`config.mk`:
```
export PLATFORM = sky130hd
export DESIGN_NAME = mfs_supervisor
export DESIGN_NICKNAME = d
export VERILOG_FILES = /design/src/rtl/mfs_supervisor.v /design/src/rtl/mfs_ramp_timer.v
export VERILOG_INCLUDE_DIRS = /design/src /design/src/rtl
export SDC_FILE = /design/constraint.sdc
export NUM_CORES = 1
export LEC_CHECK = 0
export ABC_AREA = 1
export BUFFER_PORTS_ARGS = -buffer_cell sky130_fd_sc_hd__buf_2
export CORE_MARGIN = 4
export CORE_UTILIZATION = 43
export DETAILED_ROUTE_END_ITERATION = 8
export PLACE_DENSITY = 0.64
export SLEW_MARGIN = 20
export SYNTH_ARGS = -nofsm -noshare
export SYNTH_HDL_FRONTEND = slang
export SYNTH_SLANG_ARGS = --single-unit
```
`constraint.sdc`:
```
create_clock -name clock_i -period 11.72 [get_ports clock_i]
set_input_delay 2.344 -clock clock_i [delete_from_list [all_inputs] [get_ports clock_i]]
set_output_delay 2.344 -clock clock_i [all_outputs]
set_load 0.02 [all_outputs]
```
`src/rtl/mfs_consts.vh`:
```
`ifndef MFS_CONSTS_VH
`define MFS_CONSTS_VH
// Overvoltage response codes.
`define MFS_OV_LATCH 1'b0
`define MFS_OV_AUTO 1'b1
// Supply hysteresis for overvoltage auto recovery, in ADC codes per volt.
`define MFS_VOLT_CODE 12'h010
// Start-up method code for position detection.
`define MFS_STARTUP_IPD 2'h2
// Position-detect timer width and its all-ones overflow value.
`define MFS_PT_W 12
`define MFS_PT_MAX 12'hfff
// Clock rates in Hz, and the divider counts at the 250 MHz clock.
`define MFS_CLK_HZ 250000000
`define MFS_R0_HZ 10000000
`define MFS_R1_HZ 1000000
`define MFS_R2_HZ 100000
`define MFS_R3_HZ 10000
`define MFS_DIV0 (`MFS_CLK_HZ / `MFS_R0_HZ)
`define MFS_DIV1 (`MFS_CLK_HZ / `MFS_R1_HZ)
`define MFS_DIV2 (`MFS_CLK_HZ / `MFS_R2_HZ)
`define MFS_DIV3 (`MFS_CLK_HZ / `MFS_R3_HZ)
`define MFS_DIV_W 15
`define MFS_RATES 2'h3
// Speed input modes.
`define MFS_SPD_ANALOG 2'h0
`define MFS_SPD_PWM 2'h1
`define MFS_SPD_I2C 2'h2
`define MFS_SPD_FREQ 2'h3
// Speed thresholds: full scale 16 bits; 1% and 5% as codes.
`define MFS_PCT1 16'h028f
`define MFS_PCT5 16'h0ccc
`define MFS_I2C_FS 16'h7fff
`define MFS_FREQ_FLOOR 16'h0003
`endif

```
`src/rtl/mfs_supervisor.v`:
```
// Behaviour
// - Latched overvoltage response holds switches off until fault clear.
// - Auto overvoltage response recovers once supply is one volt lower.
// - Measurement ramp timeout sets the resistance/inductance fault flag.
// - Low back-EMF during measurement sets the back-EMF fault flag.
// - Position-detect ramps are timed by 12-bit timers.
// - Ramps try 10MHz, then 1MHz, 100kHz, 10kHz timer clocks.
// - Overflow at all four rates on ramp-up raises ramp-up timeout.
// - Overflow at all four rates on ramp-down raises ramp-down timeout.
// - Timeout faults are reported only when the timeout enable is set.
// - New pulse before decay raises pulse-rate fault when enabled.
// - Position faults abort start-up, float switches, retry after lock time.
// - Thermal warning pulls fault pin low, sets flags, keeps running.
// - Pin released below hysteresis; warning flag waits for clear there.
// - Thermal shutdown stops switches and pump, sets three flags.
// - Shutdown recovers by itself; its flag latches until fault clear.
// - Sleep select high enters sleep, disabling switches, analog and bus.
// - Sleep select low idles in standby with pump, regulators, bus on.
// - Analog input enters standby below 1%, exits above 5%.
// - PWM/I2C threshold is max(1%, hysteresis), scaled; else zero.
// - Frequency threshold uses same ratio of max, floor 3Hz.
// - Latched overvoltage holds partial shutdown until fault clear is written.
`timescale 1ns/10ps
`include "mfs_consts.vh"
module mfs_supervisor (
  input wire clock_i, // Core clock, 250 MHz.
  input wire rst_i, // Synchronous reset, active high.
  input wire [11:0] supply_i, // Measured supply code.
  input wire [11:0] overvoltage_level_i, // Overvoltage trip code.
  input wire overvoltage_response_i, // 0 latch, 1 auto recover.
  input wire fault_clear_bit_i, // Fault clear write strobe.
  input wire meas_rl_active_i, // Resistance/inductance measurement on.
  input wire meas_rl_overflow_i, // Measurement pulse timer overflowed.
  input wire meas_bemf_active_i, // Back-EMF constant measurement on.
  input wire [15:0] meas_bemf_i, // Measured back-EMF.
  input wire [15:0] stationary_detect_threshold_i, // Back-EMF floor.
  input wire [1:0] startup_method_i, // Start-up method code.
  input wire pd_rampup_start_i, // Position pulse ramp-up begins.
  input wire pd_rampdown_start_i, // Position pulse ramp-down begins.
  input wire pd_current_reached_i, // Current reached pulse threshold.
  input wire pd_current_zero_i, // Pulse current decayed to zero.
  input wire position_timeout_fault_enable_i, // Timeout fault enable.
  input wire position_pulse_rate_fault_enable_i, // Pulse-rate enable.
  input wire [15:0] lock_retry_time_i, // Retry time in 1 us units.
  input wire thermal_warning_report_enable_i, // Warning report enable.
  input wire temp_warn_i, // Above warning limit.
  input wire temp_warn_hys_i, // Still above warning hysteresis point.
  input wire temp_shut_i, // Above shutdown limit.
  input wire temp_shut_hys_i, // Still above shutdown hysteresis point.
  input wire sleep_select_i, // 1 sleep, 0 standby.
  input wire [1:0] speed_mode_i, // Speed input source.
  input wire ref_profile_zero_i, // Reference profile setting is 00b.
  input wire [15:0] speed_cmd_i, // Speed command, fraction of full scale.
  input wire [15:0] duty_hysteresis_i, // Duty hysteresis fraction.
  input wire [15:0] max_freq_i, // Maximum input frequency in Hz.
  output wire fault_pin_n_o, // Fault pin, low when asserting.
  output reg switches_hiz_o, // All power switches high impedance.
  output reg charge_pump_en_o, // Charge pump enable.
  output reg analog_en_o, // Sense amps and regulators enable.
  output reg bus_en_o, // Serial bus enable.
  output reg run_o, // Motor may run.
  output reg startup_retry_o, // Pulse: retry start-up now.
  output reg overvoltage_flag_o, // Overvoltage fault.
  output reg param_meas_rl_fault_o, // Measurement R/L fault.
  output reg param_meas_backemf_fault_o, // Measurement back-EMF fault.
  output reg position_rampup_timeout_fault_o, // Ramp-up timeout.
  output reg position_rampdown_timeout_fault_o, // Ramp-down timeout.
  output reg position_pulse_rate_fault_o, // Pulse-rate fault.
  output reg thermal_warning_flag_o, // Thermal warning.
  output reg thermal_shutdown_flag_o, // Thermal shutdown seen.
  output reg overtemp_any_flag_o, // Any overtemperature.
  output reg driver_fault_flag_o, // Driver fault.
  output reg sleep_o, // In sleep.
  output reg standby_o // In standby.
);
  localparam ST_RUN = 3'h1;
  localparam ST_IDLE = 3'h2;
  localparam ST_SLEEP = 3'h4;

  reg [2:0] state_ff;
  reg [2:0] nxt_state;
  reg warn_pin_ff;
  reg shut_act_ff;
  reg ov_act_ff;
  reg retry_act_ff;
  reg [7:0] us_div_ff;
  reg [15:0] retry_cnt_ff;
  reg pulse_live_ff;
  wire up_to;
  wire dn_done, dn_to;
  wire ipd_on;
  wire pd_fault_ev;
  reg [15:0] thr;
  reg [16:0] thr_scaled;
  reg [31:0] prod;
  reg below_en, above_ex;

  assign ipd_on = (startup_method_i == `MFS_STARTUP_IPD);

  mfs_ramp_timer u_up (
    .clock_i(clock_i),
    .rst_i(rst_i),
    .start_i(ipd_on && pd_rampup_start_i && !retry_act_ff),
    .abort_i(retry_act_ff),
    .reached_i(pd_current_reached_i),
    .busy_o(),
    .done_o(),
    .timeout_o(up_to)
  );

  mfs_ramp_timer u_dn (
    .clock_i(clock_i),
    .rst_i(rst_i),
    .start_i(ipd_on && pd_rampdown_start_i && !retry_act_ff),
    .abort_i(retry_act_ff),
    .reached_i(pd_current_zero_i),
    .busy_o(),
    .done_o(dn_done),
    .timeout_o(dn_to)
  );

  // A new pulse while the last one still carries current is a rate fault.
  wire rate_ev = position_pulse_rate_fault_enable_i && pd_rampup_start_i &&
                 pulse_live_ff && ipd_on;
  wire up_ev = up_to && position_timeout_fault_enable_i;
  wire dn_ev = dn_to && position_timeout_fault_enable_i;
  assign pd_fault_ev = rate_ev || up_ev || dn_ev;

  // Pulse current is live from ramp-up start until decay is seen.
  always @(posedge clock_i) begin
    if (rst_i)
      pulse_live_ff <= 1'b0;
    else if (pd_rampup_start_i)
      pulse_live_ff <= 1'b1;
    else if (pd_current_zero_i || dn_done)
      pulse_live_ff <= 1'b0;
  end

  // Lock retry timer; a 1 us tick keeps the counter narrow.
  always @(posedge clock_i) begin
    startup_retry_o <= 1'b0;
    if (rst_i) begin
      retry_act_ff <= 1'b0;
      retry_cnt_ff <= 16'h0000;
      us_div_ff <= 8'h00;
    end else if (pd_fault_ev) begin
      retry_act_ff <= 1'b1;
      retry_cnt_ff <= 16'h0000;
      us_div_ff <= 8'h00;
    end else if (retry_act_ff) begin
      if (us_div_ff == 8'hf9) begin
        us_div_ff <= 8'h00;
        if (retry_cnt_ff >= lock_retry_time_i) begin
          retry_act_ff <= 1'b0;
          startup_retry_o <= 1'b1;
        end else begin
          retry_cnt_ff <= retry_cnt_ff + 16'h0001;
        end
      end else begin
        us_div_ff <= us_div_ff + 8'h01;
      end
    end
  end

  // Position and measurement flags; an event wins over a clear.
  always @(posedge clock_i) begin
    if (rst_i) begin
      position_rampup_timeout_fault_o <= 1'b0;
      position_rampdown_timeout_fault_o <= 1'b0;
      position_pulse_rate_fault_o <= 1'b0;
      param_meas_rl_fault_o <= 1'b0;
      param_meas_backemf_fault_o <= 1'b0;
    end else begin
      if (up_ev)
        position_rampup_timeout_fault_o <= 1'b1;
      else if (startup_retry_o || fault_clear_bit_i)
        position_rampup_timeout_fault_o <= 1'b0;
      if (dn_ev)
        position_rampdown_timeout_fault_o <= 1'b1;
      else if (startup_retry_o || fault_clear_bit_i)
        position_rampdown_timeout_fault_o <= 1'b0;
      if (rate_ev)
        position_pulse_rate_fault_o <= 1'b1;
      else if (startup_retry_o || fault_clear_bit_i)
        position_pulse_rate_fault_o <= 1'b0;
      if (meas_rl_active_i && meas_rl_overflow_i)
        param_meas_rl_fault_o <= 1'b1;
      else if (fault_clear_bit_i)
        param_meas_rl_fault_o <= 1'b0;
      if (meas_bemf_active_i && meas_bemf_i < stationary_detect_threshold_i)
        param_meas_backemf_fault_o <= 1'b1;
      else if (fault_clear_bit_i)
        param_meas_backemf_fault_o <= 1'b0;
    end
  end

  // Overvoltage: latched mode waits for clear with supply normal.
  wire ov_trip = (supply_i > overvoltage_level_i);
  wire ov_low = ({1'b0, supply_i} + {1'b0, `MFS_VOLT_CODE}) <
                {1'b0, overvoltage_level_i};
  always @(posedge clock_i) begin
    if (rst_i) begin
      ov_act_ff <= 1'b0;
    end else if (ov_trip) begin
      ov_act_ff <= 1'b1;
    end else if (overvoltage_response_i == `MFS_OV_AUTO) begin
      if (ov_low)
        ov_act_ff <= 1'b0;
    end else if (fault_clear_bit_i) begin
      ov_act_ff <= 1'b0;
    end
  end

  // Thermal latches: pin and shutdown track hysteresis, flags await clear.
  always @(posedge clock_i) begin
    if (rst_i) begin
      warn_pin_ff <= 1'b0;
      shut_act_ff <= 1'b0;
      thermal_warning_flag_o <= 1'b0;
      thermal_shutdown_flag_o <= 1'b0;
      overtemp_any_flag_o <= 1'b0;
      driver_fault_flag_o <= 1'b0;
    end else begin
      if (temp_warn_i && thermal_warning_report_enable_i)
        warn_pin_ff <= 1'b1;
      else if (!temp_warn_hys_i)
        warn_pin_ff <= 1'b0;
      if (temp_warn_i && thermal_warning_report_enable_i)
        thermal_warning_flag_o <= 1'b1;
      else if (fault_clear_bit_i && !temp_warn_hys_i)
        thermal_warning_flag_o <= 1'b0;
      if (temp_shut_i)
        shut_act_ff <= 1'b1;
      else if (!temp_shut_hys_i)
        shut_act_ff <= 1'b0;
      if (temp_shut_i)
        thermal_shutdown_flag_o <= 1'b1;
      else if (fault_clear_bit_i)
        thermal_shutdown_flag_o <= 1'b0;
      if (temp_shut_i || (temp_warn_i && thermal_warning_report_enable_i))
        overtemp_any_flag_o <= 1'b1;
      else if (fault_clear_bit_i && !temp_warn_hys_i && !temp_shut_hys_i)
        overtemp_any_flag_o <= 1'b0;
      if (temp_shut_i)
        driver_fault_flag_o <= 1'b1;
      else if (fault_clear_bit_i && !shut_act_ff)
        driver_fault_flag_o <= 1'b0;
    end
  end

  // Standby threshold per speed mode; in PWM and I2C modes a profile other than 00b gives zero.
  always @* begin
    thr = (duty_hysteresis_i > `MFS_PCT1) ? duty_hysteresis_i : `MFS_PCT1;
    thr_scaled = 17'h00000;
    prod = 32'h00000000;
    below_en = 1'b0;
    above_ex = 1'b0;
    case (speed_mode_i)
      `MFS_SPD_ANALOG: begin
        below_en = speed_cmd_i < `MFS_PCT1;
        above_ex = speed_cmd_i > `MFS_PCT5;
      end
      `MFS_SPD_PWM: begin
        thr_scaled = ref_profile_zero_i ? {1'b0, thr} : 17'h00000;
        below_en = {1'b0, speed_cmd_i} < thr_scaled;
        above_ex = {1'b0, speed_cmd_i} > thr_scaled;
      end
      `MFS_SPD_I2C: begin
        prod = {16'h0000, thr} * {16'h0000, `MFS_I2C_FS};
        thr_scaled = ref_profile_zero_i ? {1'b0, prod[31:16]} : 17'h00000;
        below_en = {1'b0, speed_cmd_i} < thr_scaled;
        above_ex = {1'b0, speed_cmd_i} > thr_scaled;
      end
      default: begin
        prod = {16'h0000, thr} * {16'h0000, max_freq_i};
        thr_scaled = ref_profile_zero_i ? {1'b0, prod[31:16]} : 17'h00000;
        if (thr_scaled < {1'b0, `MFS_FREQ_FLOOR})
          thr_scaled = {1'b0, `MFS_FREQ_FLOOR};
        below_en = {1'b0, speed_cmd_i} < thr_scaled;
        above_ex = {1'b0, speed_cmd_i} >= thr_scaled;
      end
    endcase
  end

  // Power mode state machine.
  always @* begin
    nxt_state = state_ff;
    case (state_ff)
      ST_RUN: if (below_en)
        nxt_state = sleep_select_i ? ST_SLEEP : ST_IDLE;
      ST_IDLE: if (above_ex)
        nxt_state = ST_RUN;
      ST_SLEEP: if (above_ex)
        nxt_state = ST_RUN;
      default: nxt_state = ST_IDLE;
    endcase
  end

  always @(posedge clock_i) begin
    if (rst_i)
      state_ff <= ST_IDLE;
    else
      state_ff <= nxt_state;
  end

  // Outputs registered; thermal shutdown also stops the pump.
  always @(posedge clock_i) begin
    if (rst_i) begin
      switches_hiz_o <= 1'b1;
      charge_pump_en_o <= 1'b0;
      analog_en_o <= 1'b0;
      bus_en_o <= 1'b0;
      run_o <= 1'b0;
      overvoltage_flag_o <= 1'b0;
      sleep_o <= 1'b0;
      standby_o <= 1'b0;
    end else begin
      switches_hiz_o <= ov_act_ff || shut_act_ff || retry_act_ff ||
                        pd_fault_ev || (state_ff != ST_RUN);
      charge_pump_en_o <= !shut_act_ff && (state_ff != ST_SLEEP);
      analog_en_o <= (state_ff != ST_SLEEP);
      bus_en_o <= (state_ff != ST_SLEEP);
      run_o <= (state_ff == ST_RUN) && !ov_act_ff && !shut_act_ff &&
               !retry_act_ff;
      overvoltage_flag_o <= ov_act_ff;
      sleep_o <= (state_ff == ST_SLEEP);
      standby_o <= (state_ff == ST_IDLE);
    end
  end

  // Pin low on any active fault or reported warning.
  assign fault_pin_n_o = !(warn_pin_ff || shut_act_ff || ov_act_ff ||
    retry_act_ff || param_meas_rl_fault_o || param_meas_backemf_fault_o);
endmodule // mfs_supervisor

```
`src/rtl/mfs_ramp_timer.v`:
```
`timescale 1ns/10ps
`include "mfs_consts.vh"
// One ramp measured at four timer rates in turn; reports done or timeout.
module mfs_ramp_timer (
  input wire clock_i, // Core clock.
  input wire rst_i, // Synchronous reset.
  input wire start_i, // Start a ramp attempt sequence.
  input wire abort_i, // Abandon the sequence.
  input wire reached_i, // Current reached its target.
  output reg busy_o, // Sequence in progress.
  output reg done_o, // Target reached, one cycle.
  output reg timeout_o // Overflow at all four rates, one cycle.
);
  reg [`MFS_DIV_W-1:0] div_ff;
  reg [`MFS_PT_W-1:0] tmr_ff;
  reg [1:0] rate_ff;
  wire tick;

  // Divider limit for the current rate; the slowest count fits the width.
  function [`MFS_DIV_W-1:0] div_lim;
    input [1:0] r;
    reg [31:0] lim32;
    begin
      case (r)
        2'h0: lim32 = `MFS_DIV0 - 1;
        2'h1: lim32 = `MFS_DIV1 - 1;
        2'h2: lim32 = `MFS_DIV2 - 1;
        default: lim32 = `MFS_DIV3 - 1;
      endcase
      div_lim = lim32[`MFS_DIV_W-1:0];
    end
  endfunction

  assign tick = (div_ff == div_lim(rate_ff));

  // Each overflow below the slowest rate drops to the next slower rate and retries the ramp.
  always @(posedge clock_i) begin
    done_o <= 1'b0;
    timeout_o <= 1'b0;
    if (rst_i || abort_i) begin
      busy_o <= 1'b0;
      div_ff <= {`MFS_DIV_W{1'b0}};
      tmr_ff <= {`MFS_PT_W{1'b0}};
      rate_ff <= 2'h0;
    end else if (!busy_o) begin
      if (start_i) begin
        busy_o <= 1'b1;
        div_ff <= {`MFS_DIV_W{1'b0}};
        tmr_ff <= {`MFS_PT_W{1'b0}};
        rate_ff <= 2'h0;
      end
    end else if (reached_i) begin
      busy_o <= 1'b0;
      done_o <= 1'b1;
    end else if (tick) begin
      div_ff <= {`MFS_DIV_W{1'b0}};
      if (tmr_ff == `MFS_PT_MAX) begin
        tmr_ff <= {`MFS_PT_W{1'b0}};
        if (rate_ff == `MFS_RATES) begin
          busy_o <= 1'b0;
          timeout_o <= 1'b1;
        end else begin
          rate_ff <= rate_ff + 2'h1;
        end
      end else begin
        tmr_ff <= tmr_ff + {{(`MFS_PT_W-1){1'b0}}, 1'b1};
      end
    end else begin
      div_ff <= div_ff + {{(`MFS_DIV_W-1){1'b0}}, 1'b1};
    end
  end
endmodule // mfs_ramp_timer

```
==> summary.txt <==
CP Data Required Time: 12.02 ns
Worst min path class: reg -> reg
Worst hold path stage count: 2
Max_cap viols: 0
Final min period: 10.44 ns
R2r setup slk: 8.82 ns
H-tree depth: 3
Share of post-route cells with drive strength above 1: 8.08%
Slew @ Worst Pin: 0.947 ns
Slowest Stage Delay on Critical Path: 0.55 ns
Fin. Hold Viols: 0
Pin count of the biggest net entering global routing: 35
Startpoint types: input pin
R2r startpoint: retry_cnt_ff[0]
Crit path DAT: 10.74 ns
Area growth syn-to-layout: 8.30%
Crit-path max FO: 12
Most frequent cells in the layout: inv_1, nand2_1, fa_1
Syn avg cell area: 7.50 um2
Worst-path clk slew: 0.08 ns
RD Place Congestion: 0.968
Clock Skews: 0.00757 ns
WHS: 0.459 ns
DIE AREA: 53,900 um2
Critical-path top delay cell: fa_1
FF+latch count, synth: 112
CTS Buf Count: 9
Crit Reg-Reg Endpoint: retry_cnt_ff[9]
Die H: 232 um
Setup bufs post-CTS: 0
Gr ovfl total: 0
Nets: 3,758
Status: finished, final reports clean
Initial Util: 43.8%
DRC violations left: 0
Reg2Reg Depth: 18
Count of different cell masters after synthesis: 55
Routed WL: 60.6 mm
Via count: 18,967
CP Class: in -> reg
Final antenna-violating net count: 0
Synth warnings: 0
CP Capture Type: flop
# port buffers: 162
CTS max path bufs: 2
Mapped cell area: 21,600 um2
Count of final setup violators: 0
Sequential area share after synthesis: 10.4%
Post-CTS Resized: 0
Initial antenna violation count: 2
Number of fill cells in the layout: 5,058
RSZ-0062 raised after global routing: false
Core box area: 49,400 um2
Worst Min Path Start: ov_act_ff
Cells after Synth: 2,881
Final worst slack: 1.28 ns
Syn Nets: 3,625
Num ports: 163
Rows: 81
CTS Sinks: 112
Fin crit share: 89.1%
CTS Hold Buffers Added: 0
Commonest non-fill, non-tap cell in the layout: inv_1
Most used cell, CP: nand2_1
Max Clk Rate: 95.8 MHz
CTS tree: yes
Max-slew violations: 0
Slew HR: 36.6%
Worst-Skew Late Latency: 0.35 ns
Dpl ws: 0.961 ns
N_diodes: 0
Hold Crit Endpoint: overvoltage_flag_o
First-pass GRT wire length: 100 mm
Post-DP HPWL: 51.7 mm
Vias in the first global route: 19,448
Drt pass-1 iters: 5
Register Area: 2240 um2
Drt first-iter violations: 1,382
Via density: 5.15
Total track usage: 23.0%
Footprint of the multi-input gates: 16,500 um2
TNS Setup: 0 ns
Wire length per cell: 16.5 um
Die Wd: 232 um
Root Buffer: clkbuf_16
## critical path: cells and delay by family
family / cells / cell delay, ns
AO/OA/AOI/OAI: 9 / 1.16
adder cells (fa/ha/maj): 8 / 3.79
buffers and inverters: 8 / 1.08
AND/OR/NAND/NOR: 22 / 2.34
## kinds of logic after synthesis
family / share of synthesized area, %
fa+ha+maj: 45.2
flops: 10.4
xor+xnor: 1.13
buf+inv: 13.5
simple gates: 19.3
compound gates: 10.4
## worst max path at each step
stage / slack (ns) / depth (start not counted) / endpoint / start
after floorplan: 1.78 / 49 / state_ff[1] / duty_hysteresis_i[15]
after global placement: 1.02 / 45 / state_ff[0] / duty_hysteresis_i[15]
after detailed placement: 0.96 / 44 / state_ff[1] / duty_hysteresis_i[15]
after CTS: 1.30 / 45 / state_ff[0] / duty_hysteresis_i[15]
after global routing: 0.47 / 46 / state_ff[1] / duty_hysteresis_i[15]
final: 1.28 / 47 / state_ff[0] / duty_hysteresis_i[15]
## metal layers
| metal | GRT usage [%] | vias to the layer above | part of all wire [%] |
|---|---|---|---|
| li1 | - | 9207 | - |
| met1 | 33.3 | 9077 | 46 |
| met2 | 37.3 | 604 | 45 |
| met3 | 3.32 | 75 | 7.3 |
| met4 | 3.51 | 4 | 1.4 |
| met5 | 0 | - | 0.056 |
## flip-flops by register name, summed over array words and instances (netlist names), 2 cells and up
register      count
u_up.tmr_ff      12
u_dn.div_ff      15
state_ff          3
u_up.div_ff      15
retry_cnt_ff     16
u_up.rate_ff      2
u_dn.rate_ff      2
u_dn.tmr_ff      12
us_div_ff         8
## per-stage QoR
step | std cells | util [%] | cell area [um2]
floorplan | 2881 | - | 21600
global placement | 3667 | 46.9 | 23100
detailed placement | 3667 | 46.9 | 23100
CTS | 3682 | 47.4 | 23400
global route | 3682 | 47.4 | 23400
finish | 3682 | 47.4 | 23400
## Yosys cell counts (all sizes together)
library cell  count  share of area (%)
o21bai            6               0.21
or2               9               0.26
o22ai             1              0.029
a21o              8               0.28
a311oi            1              0.041
a21boi            3               0.10
and3              4               0.12
clkinv            5              0.087
inv             704                 12
nand3            79                2.0
nand4            29               0.84
o221ai            3               0.12
fa              303                 28
dfxtp           112                 10
nor2            244                4.3
a31oi            11               0.32
a2111oi           1              0.041
or4               1              0.035
a22oi             1              0.035
o211ai           11               0.38
ha              297                 17
buf              14               0.44
xnor2             7               0.28
a221oi           10               0.43
o31ai             3               0.10
o21a             10               0.35
nor3             49                1.1
a21oi           202                4.8
o2111ai           1              0.041
a211oi           13               0.45
nand2           521                9.1
xor2             21               0.85
nor3b             7               0.24
nor4b             1              0.041
nand3b           14               0.49
o221a             3               0.16
clkbuf           46               0.80
nor4             19               0.61
o21ai           106                2.5
o211a             1              0.046
## cell type report
class	instances	share of cell area [%]
repair buffers	182	4.10
clock buffers	9	0.962
flip-flops and latches	112	9.58
inverters	709	11.4
clock inverters	6	0.187
multi-input cells	2000	70.3
well taps	664	3.55
Power is not shown: default switching activity piles up to over one toggle a cycle in this logic, so the estimate is an artifact.
